--- config.mk ---
export PLATFORM = sky130hd
export DESIGN_NAME = three_wire_serial_master_tx
export DESIGN_NICKNAME = d
export VERILOG_FILES = /design/src/design/serial_master_pkg.sv /design/src/design/baud_divider.sv /design/src/design/three_wire_serial_master_tx.sv
export SDC_FILE = /design/constraint.sdc
export NUM_CORES = 1
export LEC_CHECK = 0
export BUFFER_PORTS_ARGS = -buffer_cell sky130_fd_sc_hd__buf_2
export CORE_MARGIN = 5
export CORE_UTILIZATION = 50
export CTS_CLUSTER_SIZE = 16
export DETAILED_ROUTE_END_ITERATION = 16
export PLACE_DENSITY_LB_ADDON = 0.3
export SYNTH_ARGS = -nofsm -noshare
export SYNTH_HDL_FRONTEND = slang
export SYNTH_SLANG_ARGS = --single-unit
--- constraint.sdc ---
create_clock -name i_clk -period 10.4 [get_ports i_clk]
set_input_delay 2.08 -clock i_clk [delete_from_list [all_inputs] [get_ports i_clk]]
set_output_delay 2.08 -clock i_clk [all_outputs]
set_load 0.01 [all_outputs]
--- src/design/serial_master_pkg.sv ---
// package: register map, field layout, reset values and types of the
// three-wire serial master transmit channel
// assumes a 32-bit AXI4-Lite register bus and one system clock
package serial_master_pkg;

    // register byte offsets
    localparam logic [7:0] OFF_COMM_SETTING = 8'h00;
    localparam logic [7:0] OFF_DIVIDER = 8'h04;
    localparam logic [7:0] OFF_TX_DATA = 8'h08;
    localparam logic [7:0] OFF_STATUS = 8'h0C;
    localparam logic [7:0] OFF_START = 8'h10;
    localparam logic [7:0] OFF_STOP = 8'h14;
    localparam logic [7:0] OFF_OUT_ENABLE = 8'h18;
    localparam logic [7:0] OFF_OUT_LEVEL = 8'h1C;
    localparam logic [7:0] OFF_IRQ_STATUS = 8'h20;
    localparam logic [7:0] OFF_IRQ_MASK = 8'h24;

    // field positions
    localparam int POS_LEN8 = 0;
    localparam int POS_LSB_FIRST = 1;
    localparam int POS_DATA_PHASE = 2;
    localparam int POS_CLK_POL = 3;
    localparam int POS_CONT = 4;
    localparam int POS_PRESCALE = 0;
    localparam int POS_DIV_FIELD = 9;
    localparam int POS_ST_ENABLED = 0;
    localparam int POS_ST_BUF_FULL = 1;
    localparam int POS_ST_BUSY = 2;
    localparam int POS_ST_DATA_IN = 3;
    localparam int POS_IDLE_CLK = 8;

    // reset values and bus response codes
    localparam logic RST_OUT_ENABLE = 1'b0;
    localparam logic RST_OUT_LEVEL = 1'b1;
    localparam logic RST_IDLE_CLK = 1'b1;
    localparam logic [3:0] RST_PRESCALE = 4'h0;
    localparam logic [6:0] RST_DIV_FIELD = 7'h01;
    localparam logic [1:0] RESP_OKAY = 2'h0;
    localparam logic [1:0] RESP_SLVERR = 2'h2;

    // word lengths in half periods, last index
    localparam logic [3:0] LAST_HALF_8 = 4'hF;
    localparam logic [3:0] LAST_HALF_7 = 4'hD;

    typedef struct packed {
        logic cont;
        logic clk_pol;
        logic data_phase;
        logic lsb_first;
        logic len8;
    } comm_setting_s;

    typedef enum logic [1:0] {
        ST_IDLE = 2'b00,
        ST_LEAD = 2'b01,
        ST_SHIFT = 2'b11
    } engine_e;

endpackage

--- src/design/baud_divider.sv ---
// baud divider: prescaler by 2^sel then divide by (field+1), one tick
// per half transfer clock period
// assumes run is low between transfers so each half starts whole
`timescale 1ns/1ps
`default_nettype none
module baud_divider
    import serial_master_pkg::*;
#(
    parameter int PRESCALE_BITS = 4,
    parameter int DIV_BITS = 7
) (
    // clock and reset
    input wire logic i_clk,
    input wire logic i_srst,
    // control
    input wire logic i_run,
    input wire logic [PRESCALE_BITS-1:0] i_prescale,
    input wire logic [DIV_BITS-1:0] i_div_field,
    // half period tick
    output logic o_tick
);
    localparam int PW = (1 << PRESCALE_BITS) - 1;

    initial begin
        if (PRESCALE_BITS < 1 || PRESCALE_BITS > 5 || DIV_BITS < 2 || DIV_BITS > 16) begin
            $error("baud_divider: unsupported widths");
        end
    end

    logic [PW-1:0] pre_cnt;
    logic [DIV_BITS-1:0] div_cnt;
    logic [DIV_BITS-1:0] div_end;
    logic pre_tick;

    // field below one is served as one: fastest clock is a quarter
    assign div_end = (i_div_field == '0) ? DIV_BITS'(1) : i_div_field;
    assign pre_tick = (pre_cnt == PW'((64'd1 << i_prescale) - 64'd1));
    assign o_tick = i_run && pre_tick && (div_cnt == div_end);

    // prescaler then per-channel counter
    always_ff @(posedge i_clk) begin
        if (i_srst || !i_run || pre_tick) begin
            pre_cnt <= '0;
        end else begin
            pre_cnt <= pre_cnt + PW'(1);
        end
    end

    always_ff @(posedge i_clk) begin
        if (i_srst || !i_run || o_tick) begin
            div_cnt <= '0;
        end else if (pre_tick) begin
            div_cnt <= div_cnt + DIV_BITS'(1);
        end
    end
endmodule
`default_nettype wire

--- src/design/three_wire_serial_master_tx.sv ---
// three-wire serial channel, master transmit path, AXI4-Lite registers
// assumes synchronous inputs, one 100 MHz clock, synchronous reset
//
// Summary of operation
// - channel uses clock out, data in and data out lines.
// - words are 7 or 8 bits, sent MSB or LSB first.
// - transfer clock comes from prescaler then per-channel counter.
// - fastest clock is system clock over four; slowest over 2*2^15*128.
// - master makes its own transfer clock and shifts data out.
// - interrupt marks transfer end in single, buffer empty in continuous.
// - phase 0 drives first bit with clock start; phase 1 half earlier.
// - phase 0: polarity 0 drives on falling edges, polarity 1 on rising edges; phase 1 swaps them.
// - stop trigger clears enabled status, halts, reads back as zero.
// - start trigger sets enabled status and allows communication.
// - with output disabled, data pin shows software output level.
// - writing data while buffer full overwrites the held word.
//
// Design decisions made here: register access over AXI4-Lite and the register offsets.
`timescale 1ns/1ps
`default_nettype none
module three_wire_serial_master_tx
    import serial_master_pkg::*;
#(
    parameter int PRESCALE_BITS = 4,
    parameter int DIV_BITS = 7
) (
    // clock and reset
    input wire logic i_clk,
    input wire logic i_srst,
    // axi4-lite write
    input wire logic [7:0] i_awaddr,
    input wire logic i_awvalid,
    output logic o_awready,
    input wire logic [31:0] i_wdata,
    input wire logic [3:0] i_wstrb,
    input wire logic i_wvalid,
    output logic o_wready,
    output logic [1:0] o_bresp,
    output logic o_bvalid,
    input wire logic i_bready,
    // axi4-lite read
    input wire logic [7:0] i_araddr,
    input wire logic i_arvalid,
    output logic o_arready,
    output logic [31:0] o_rdata,
    output logic [1:0] o_rresp,
    output logic o_rvalid,
    input wire logic i_rready,
    // serial pins
    output logic o_transfer_clock_pin,
    output logic o_serial_data_out_pin,
    input wire logic i_serial_data_in_pin,
    // interrupt
    output logic o_channel_interrupt
);
    initial begin
        if (PRESCALE_BITS != 4 || DIV_BITS != 7) begin
            $error("three_wire_serial_master_tx: register layout needs 4/7 bits");
        end
    end

    ////////////////////////////////////////////////////////////////////////
    // registers

    comm_setting_s cfg;
    logic [PRESCALE_BITS-1:0] prescale;
    logic [DIV_BITS-1:0] div_field;
    logic [7:0] tx_buf;
    logic buffer_full_flag;
    logic operation_enabled_status;
    logic serial_output_enable;
    logic output_level_bit;
    logic idle_clock_level_bit;
    logic irq_status;
    logic irq_mask;
    logic data_in_seen;

    logic wr_go;
    logic wr_lo;
    logic start_wr;
    logic stop_wr;
    logic tx_wr;
    logic hit_w;
    logic hit_r;
    logic [31:0] next_rdata;

    engine_e st;
    logic [3:0] hc;
    logic [3:0] last_half;
    logic [7:0] sh;
    logic [7:0] aligned;
    logic [7:0] shifted;
    logic dout;
    logic pre;
    logic tick;
    logic run_ok;
    logic load_idle;
    logic load_end;
    logic load_early;
    logic load_now;
    logic word_end;
    logic evt;

    ////////////////////////////////////////////////////////////////////////
    // bus slave

    assign wr_go = i_awvalid && i_wvalid && !o_bvalid;
    assign o_awready = wr_go;
    assign o_wready = wr_go;
    assign o_arready = !o_rvalid;
    assign wr_lo = wr_go && i_wstrb[0];
    assign start_wr = wr_lo && i_awaddr == OFF_START && i_wdata[0];
    assign stop_wr = wr_lo && i_awaddr == OFF_STOP && i_wdata[0];
    assign tx_wr = wr_lo && i_awaddr == OFF_TX_DATA;

    always_comb begin
        hit_w = 1'b1;
        case (i_awaddr)
            OFF_COMM_SETTING, OFF_DIVIDER, OFF_TX_DATA, OFF_STATUS, OFF_START,
            OFF_STOP, OFF_OUT_ENABLE, OFF_OUT_LEVEL, OFF_IRQ_STATUS,
            OFF_IRQ_MASK: hit_w = 1'b1;
            default: hit_w = 1'b0;
        endcase
    end

    always_ff @(posedge i_clk) begin
        if (i_srst) begin
            o_bvalid <= 1'b0;
            o_bresp <= RESP_OKAY;
        end else if (wr_go) begin
            o_bvalid <= 1'b1;
            o_bresp <= hit_w ? RESP_OKAY : RESP_SLVERR;
        end else if (i_bready) begin
            o_bvalid <= 1'b0;
        end
    end

    // trigger registers read as zero
    always_comb begin
        next_rdata = 32'h0000_0000;
        hit_r = 1'b1;
        case (i_araddr)
            OFF_COMM_SETTING: next_rdata[4:0] = cfg;
            OFF_DIVIDER: begin
                next_rdata[POS_PRESCALE +: PRESCALE_BITS] = prescale;
                next_rdata[POS_DIV_FIELD +: DIV_BITS] = div_field;
            end
            OFF_TX_DATA: next_rdata[7:0] = tx_buf;
            OFF_STATUS: begin
                next_rdata[POS_ST_ENABLED] = operation_enabled_status;
                next_rdata[POS_ST_BUF_FULL] = buffer_full_flag;
                next_rdata[POS_ST_BUSY] = st != ST_IDLE;
                next_rdata[POS_ST_DATA_IN] = data_in_seen;
            end
            OFF_START, OFF_STOP: next_rdata = 32'h0000_0000;
            OFF_OUT_ENABLE: next_rdata[0] = serial_output_enable;
            OFF_OUT_LEVEL: begin
                next_rdata[0] = output_level_bit;
                next_rdata[POS_IDLE_CLK] = idle_clock_level_bit;
            end
            OFF_IRQ_STATUS: next_rdata[0] = irq_status;
            OFF_IRQ_MASK: next_rdata[0] = irq_mask;
            default: hit_r = 1'b0;
        endcase
    end

    always_ff @(posedge i_clk) begin
        if (i_srst) begin
            o_rvalid <= 1'b0;
            o_rdata <= 32'h0000_0000;
            o_rresp <= RESP_OKAY;
        end else if (i_arvalid && o_arready) begin
            o_rvalid <= 1'b1;
            o_rdata <= next_rdata;
            o_rresp <= hit_r ? RESP_OKAY : RESP_SLVERR;
        end else if (i_rready) begin
            o_rvalid <= 1'b0;
        end
    end

    ////////////////////////////////////////////////////////////////////////
    // control registers

    always_ff @(posedge i_clk) begin
        if (i_srst) begin
            cfg <= '0;
            prescale <= RST_PRESCALE;
            div_field <= RST_DIV_FIELD;
        end else begin
            if (wr_lo && i_awaddr == OFF_COMM_SETTING) begin
                cfg <= i_wdata[4:0];
            end
            if (wr_go && i_awaddr == OFF_DIVIDER) begin
                if (i_wstrb[0]) begin
                    prescale <= i_wdata[POS_PRESCALE +: PRESCALE_BITS];
                end
                if (i_wstrb[1]) begin
                    div_field <= i_wdata[POS_DIV_FIELD +: DIV_BITS];
                end
            end
        end
    end

    // stop wins over start
    always_ff @(posedge i_clk) begin
        if (i_srst) begin
            operation_enabled_status <= 1'b0;
        end else if (stop_wr) begin
            operation_enabled_status <= 1'b0;
        end else if (start_wr) begin
            operation_enabled_status <= 1'b1;
        end
    end

    always_ff @(posedge i_clk) begin
        if (i_srst) begin
            serial_output_enable <= RST_OUT_ENABLE;
            output_level_bit <= RST_OUT_LEVEL;
            idle_clock_level_bit <= RST_IDLE_CLK;
        end else if (wr_go) begin
            if (i_wstrb[0] && i_awaddr == OFF_OUT_ENABLE) begin
                serial_output_enable <= i_wdata[0];
            end
            if (i_wstrb[0] && i_awaddr == OFF_OUT_LEVEL && !serial_output_enable) begin
                output_level_bit <= i_wdata[0];
            end
            // idle level is software's only while channel stopped
            if (i_wstrb[1] && i_awaddr == OFF_OUT_LEVEL && !operation_enabled_status) begin
                idle_clock_level_bit <= i_wdata[POS_IDLE_CLK];
            end
        end
    end

    // new word replaces held one; set wins over load
    always_ff @(posedge i_clk) begin
        if (i_srst) begin
            tx_buf <= 8'h00;
            buffer_full_flag <= 1'b0;
        end else if (tx_wr) begin
            tx_buf <= i_wdata[7:0];
            buffer_full_flag <= 1'b1;
        end else if (load_now) begin
            buffer_full_flag <= 1'b0;
        end
    end

    // data in line level, observed for status
    always_ff @(posedge i_clk) begin
        if (i_srst) begin
            data_in_seen <= 1'b0;
        end else begin
            data_in_seen <= i_serial_data_in_pin;
        end
    end

    ////////////////////////////////////////////////////////////////////////
    // shift engine

    baud_divider #(
        .PRESCALE_BITS(PRESCALE_BITS),
        .DIV_BITS(DIV_BITS)
    ) u_baud (
        .i_clk(i_clk),
        .i_srst(i_srst),
        .i_run(st != ST_IDLE),
        .i_prescale(prescale),
        .i_div_field(div_field),
        .o_tick(tick)
    );

    // 7-bit msb-first word is left aligned
    assign last_half = cfg.len8 ? LAST_HALF_8 : LAST_HALF_7;
    assign aligned = (cfg.len8 || cfg.lsb_first) ? tx_buf : {tx_buf[6:0], 1'b0};
    assign shifted = cfg.lsb_first ? {1'b0, sh[7:1]} : {sh[6:0], 1'b0};
    assign run_ok = operation_enabled_status && !stop_wr;
    assign load_idle = run_ok && st == ST_IDLE && buffer_full_flag;
    assign load_end = run_ok && st == ST_SHIFT && tick && hc == last_half && !pre
        && cfg.cont && buffer_full_flag;
    assign load_early = run_ok && st == ST_SHIFT && tick && cfg.data_phase
        && hc == last_half - 4'h1 && cfg.cont && buffer_full_flag;
    assign load_now = load_idle || load_end || load_early;
    assign word_end = run_ok && st == ST_SHIFT && tick && hc == last_half;
    // one interrupt source, chosen by mode
    assign evt = cfg.cont ? load_now : word_end;

    always_ff @(posedge i_clk) begin
        if (i_srst || !run_ok) begin
            st <= ST_IDLE;
            hc <= 4'h0;
            pre <= 1'b0;
        end else begin
            case (st)
                ST_IDLE: begin
                    if (load_idle) begin
                        st <= cfg.data_phase ? ST_LEAD : ST_SHIFT;
                        hc <= 4'h0;
                    end
                end
                ST_LEAD: begin
                    if (tick) begin
                        st <= ST_SHIFT;
                    end
                end
                ST_SHIFT: begin
                    if (tick && hc == last_half) begin
                        hc <= 4'h0;
                        pre <= 1'b0;
                        if (!pre && !load_end) begin
                            st <= ST_IDLE;
                        end
                    end else if (tick) begin
                        hc <= hc + 4'h1;
                        if (load_early) begin
                            pre <= 1'b1;
                        end
                    end
                end
                default: st <= ST_IDLE;
            endcase
        end
    end

    // data changes at start of active half, or half earlier
    always_ff @(posedge i_clk) begin
        if (i_srst) begin
            sh <= 8'h00;
            dout <= 1'b0;
        end else if (load_now) begin
            sh <= aligned;
            dout <= cfg.lsb_first ? aligned[0] : aligned[7];
        end else if (st == ST_SHIFT && tick && hc != last_half
                && (cfg.data_phase ? !hc[0] : hc[0])) begin
            sh <= shifted;
            dout <= cfg.lsb_first ? shifted[0] : shifted[7];
        end
    end

    // active half at polarity level, idle at software level
    always_ff @(posedge i_clk) begin
        if (i_srst) begin
            o_transfer_clock_pin <= RST_IDLE_CLK;
        end else if (load_idle && !cfg.data_phase) begin
            o_transfer_clock_pin <= cfg.clk_pol;
        end else if (run_ok && st == ST_LEAD && tick) begin
            o_transfer_clock_pin <= cfg.clk_pol;
        end else if (run_ok && st == ST_SHIFT && tick
                && (hc != last_half || pre || load_end)) begin
            o_transfer_clock_pin <= hc[0] ? cfg.clk_pol : !cfg.clk_pol;
        end else if (st == ST_IDLE || !run_ok || (st == ST_SHIFT && tick)) begin
            o_transfer_clock_pin <= idle_clock_level_bit;
        end
    end

    // software level replaces engine when output disabled
    assign o_serial_data_out_pin = serial_output_enable ? dout : output_level_bit;

    ////////////////////////////////////////////////////////////////////////
    // interrupt, set wins over write-one clear

    always_ff @(posedge i_clk) begin
        if (i_srst) begin
            irq_status <= 1'b0;
            irq_mask <= 1'b0;
        end else begin
            if (evt) begin
                irq_status <= 1'b1;
            end else if (wr_lo && i_awaddr == OFF_IRQ_STATUS && i_wdata[0]) begin
                irq_status <= 1'b0;
            end
            if (wr_lo && i_awaddr == OFF_IRQ_MASK) begin
                irq_mask <= i_wdata[0];
            end
        end
    end

    assign o_channel_interrupt = irq_status && irq_mask;
endmodule
`default_nettype wire

==> results.md <==
* IO Pins at 104
* Critical path origin: i_awvalid
* Syn avg cell area at 8.37 um2
* Synth Instances at 633
* Post-synth ARST share at 0%
* Number of hold violations in the final report at 0
* Area of the multi-input gates at 3140 um2
* Synth cell count leaders: dfxtp_1, nor2_1, nand2_1
* DR pass1 iterations at 5
* Chip width at around 110 um
* Non-filler instance count after layout at between 800 and 900
* Yosys top cell area share at about 34%
* Register Area at 1820 um2
* Slew Limit Fails at 0
* Crit Path Category: input pin to primary output
* Root buffer cell: clkbuf_8
* CTS Buf Count at 9
* Post-Place Cells at around 800
* Post-synth top area cell: dfxtp_1
* Worst-path maximum fanout at 11
* Register bit total from synthesis at between 90 and 100
* Max stage delay cell, worst path: and3b_1
* Seq/Total Area, Yosys at 34.4%
* Worst-Skew Late Latency at about 0.37 ns
* First-pass GRT wire length at roughly 21000 um
* Die Area at 12800 um2
* Final #Nets at 737
* Critical path launch point type: input pin
* Detail Route Antenna Nets at 0
* Slowest stage delay, CP at approximately 0.35 ns
* Total number of vias at around 4700
* Antenna diodes at 0
* Max-Cap Viols at 0
* Clk sinks at 91
* Grt total ovfl at 0
* Worst Tran Pin Value at between 0.9 and 1 ns
* Post-DP HPWL at 9360 um
* CP bufs+invs at 2
* Most numerous cell on the critical path: buf_2
* H-tree levels at 3
* Synth area leaders: dfxtp_1, nor2_1, mux2i_1, xor2_1, nand2_1
* Worst EP arrival at 2.70 ns
* Drc violations at 0
* Final min period at between 4 and 5 ns
* Core region area at slightly above 10000 um2
* Synth Warn # at 0
* Setup crit end: o_awready
* Worst path cell trace: buf_2 -> and3b_1 -> buf_2
* Fmax at 209 MHz
* Routed wire length at between 10000 and 15000 um
* CTS tree: yes
* Fill cells at about 960
* Outcome: completed
* Row cnt at 37
* Final setup vio count at 0
* Routed WL per cell at ~16 um
* Share of cells above drive strength 1 at between 10% and 20%
* Critical path's top delay family: simple AND/OR/NAND/NOR gates
* Slew headroom at around two fifths
* Skew final at between 0.015 and 0.02 ns
* CP endpoint kind: primary output
* RSZ-0062 raised after global routing: false
* Overall Global Routing Usage at around 20%
* Yosys cell types at 69
* Fin area at between 5000 and 6000 um2
* RD Place Congestion at 0.900
* RR Startpoint: prescale[3]
* Reg2Reg Setup Slack at between 6 and 7 ns
* Worst R2R End: sh[4]
* Worst reg2reg path depth at 11
* Largest net degree at the start of global routing at 58
* Power per cell area at roughly 110 nW/um2
* Worst-path clk slew at about 0.090 ns
* Stages on the worst setup path at 3
* Via density at between 5 and 6
* WP data required at around 8.3 ns
* Setup bufs post-CTS at 0
* Number of flops mapped to enable cells by yosys at 0
* Vert. Die Dim at roughly 110 um
* Tcrit/Tclk final at between 40% and 50%
* CTS resizes at 0
* Hold Crit Start: o_rdata[8]
* Static Leak at between 2 and 2.5 nW
* HP Class: flip-flop to flip-flop
* Netlist Area Pre-Place at 5300 um2
* Clock Tree Buf Depth at 2
* Initial antenna violation count at 0
* Initial detailed-routing violation count at 408
* Area of placed instances at approximately 5600 um2
* Main synth FF type: dfxtp_1
* Vias in the first global route at 4440
* Final core occ at a little under three fifths
* Initial core utilization at about 51%
* Tot Pwr at around 630 uW
* Peak VDD IR at 65.5 uV
* Hold-fix buffers, CTS at 0
* Setup TNS at 0 ns
* I/O Buffers at 67
* Area growth from synthesis to final layout at 8.66%
-- cells in the final DEF, fill, tap and decap left out, types with 4 or more instances in the layout --
cell      count
nor2_1       91
dfxtp_1      91
buf_2        67
nand2_1      42
mux2i_1      34
nand3_1      28
a21oi_1      24
xor2_1       21
inv_1        20
o21ai_0      20
conb_1       18
nor3_1       15
xnor2_1      13
and3_1       12
a22oi_1      12
mux2_2       10
nor2b_1      10
nand4_1      10
a211oi_1     10
clkbuf_8      9
o211ai_1      8
a311oi_1      7
ha_1          7
o21a_1        5
nor4_1        5
mux4_2        4
or3_1         4
nor3b_1       4
o31a_1        4
o41ai_1       4
-- sequential cells by signal, indices dropped and copies added, names as in the netlist, 2 cells and up --
name and count:
sh 8, st 2, hc 4, div_field 7, u_baud.div_cnt 7, prescale 4, u_baud.pre_cnt 15, cfg 5
tx_buf 8, o_rdata 16
-- through the flow --
stage                     hold slack (ns)  worst slack, ns
after global placement              0.439             5.64
after global routing                0.476             5.53
after CTS                           0.457             5.63
after detailed placement            0.443             5.63
after floorplan                     0.454             5.60
final                               0.456             5.62
-- worst min path at each step --
stage                  endpoint  slack [ns]  cells past startpoint
6_report             o_rdata[8]        0.46                      2
4_1_cts              o_rdata[8]        0.46                      2
3_3_place_gp         o_rdata[4]        0.44                      2
5_1_grt              o_rdata[2]        0.48                      2
2_1_floorplan  output_level_bit        0.45                      2
3_5_place_dp         o_rdata[2]        0.44                      2
-- logic make-up after synthesis --
group	synth area share [%]
muxes	10.2
buffers and inverters	7.65
adders and majority gates	1.65
xor gates and xnor gates	5.62
and+or+nand+nor	24.4
AOI/OAI and AO/OA	16.0
DFF	34.4
other	0.0708
-- final cells by class --
type	instances	share of cell area, %
clock buffers	9	2.15
clock inverters	7	1.28
inverters	20	1.30
multi-input cells	478	54.5
flip-flops and latches	91	31.6
well taps	136	2.95
repair buffers	70	6.21
-- routing by layer --
layer  wire length [um]  GRT usage (%)  vias to the layer above  part of all wire (%)
li1                   -              -                     2305                     -
met2               6230           32.8                      125                    48
met4                172           7.37                        0                   1.3
met5                  0              0                        -                     0
met3                627           3.21                       17                   4.9
met1               5830           26.9                     2227                    45
-- power by group --
part           switching, mW  internal (mW)  total [mW]
Sequential           0.00112          0.350       0.351
Clock                  0.130          0.113       0.243
Combinational         0.0215         0.0113      0.0328
Total                  0.153          0.474       0.627
-- worst register-to-register path, stage by stage (launching register included) --
cell and delay, ns:
dfxtp_1 0.93, nor2_1 0.19, nand3_1 0.14, ha_1 0.51, nor4b_1 0.14, a211o_1 0.34
o221a_2 0.27, nor4_4 0.28, nand4_4 0.30, o31ai_4 0.74, a211oi_1 0.11, a311oi_1 0.28
(Power assumes the default switching activity.)
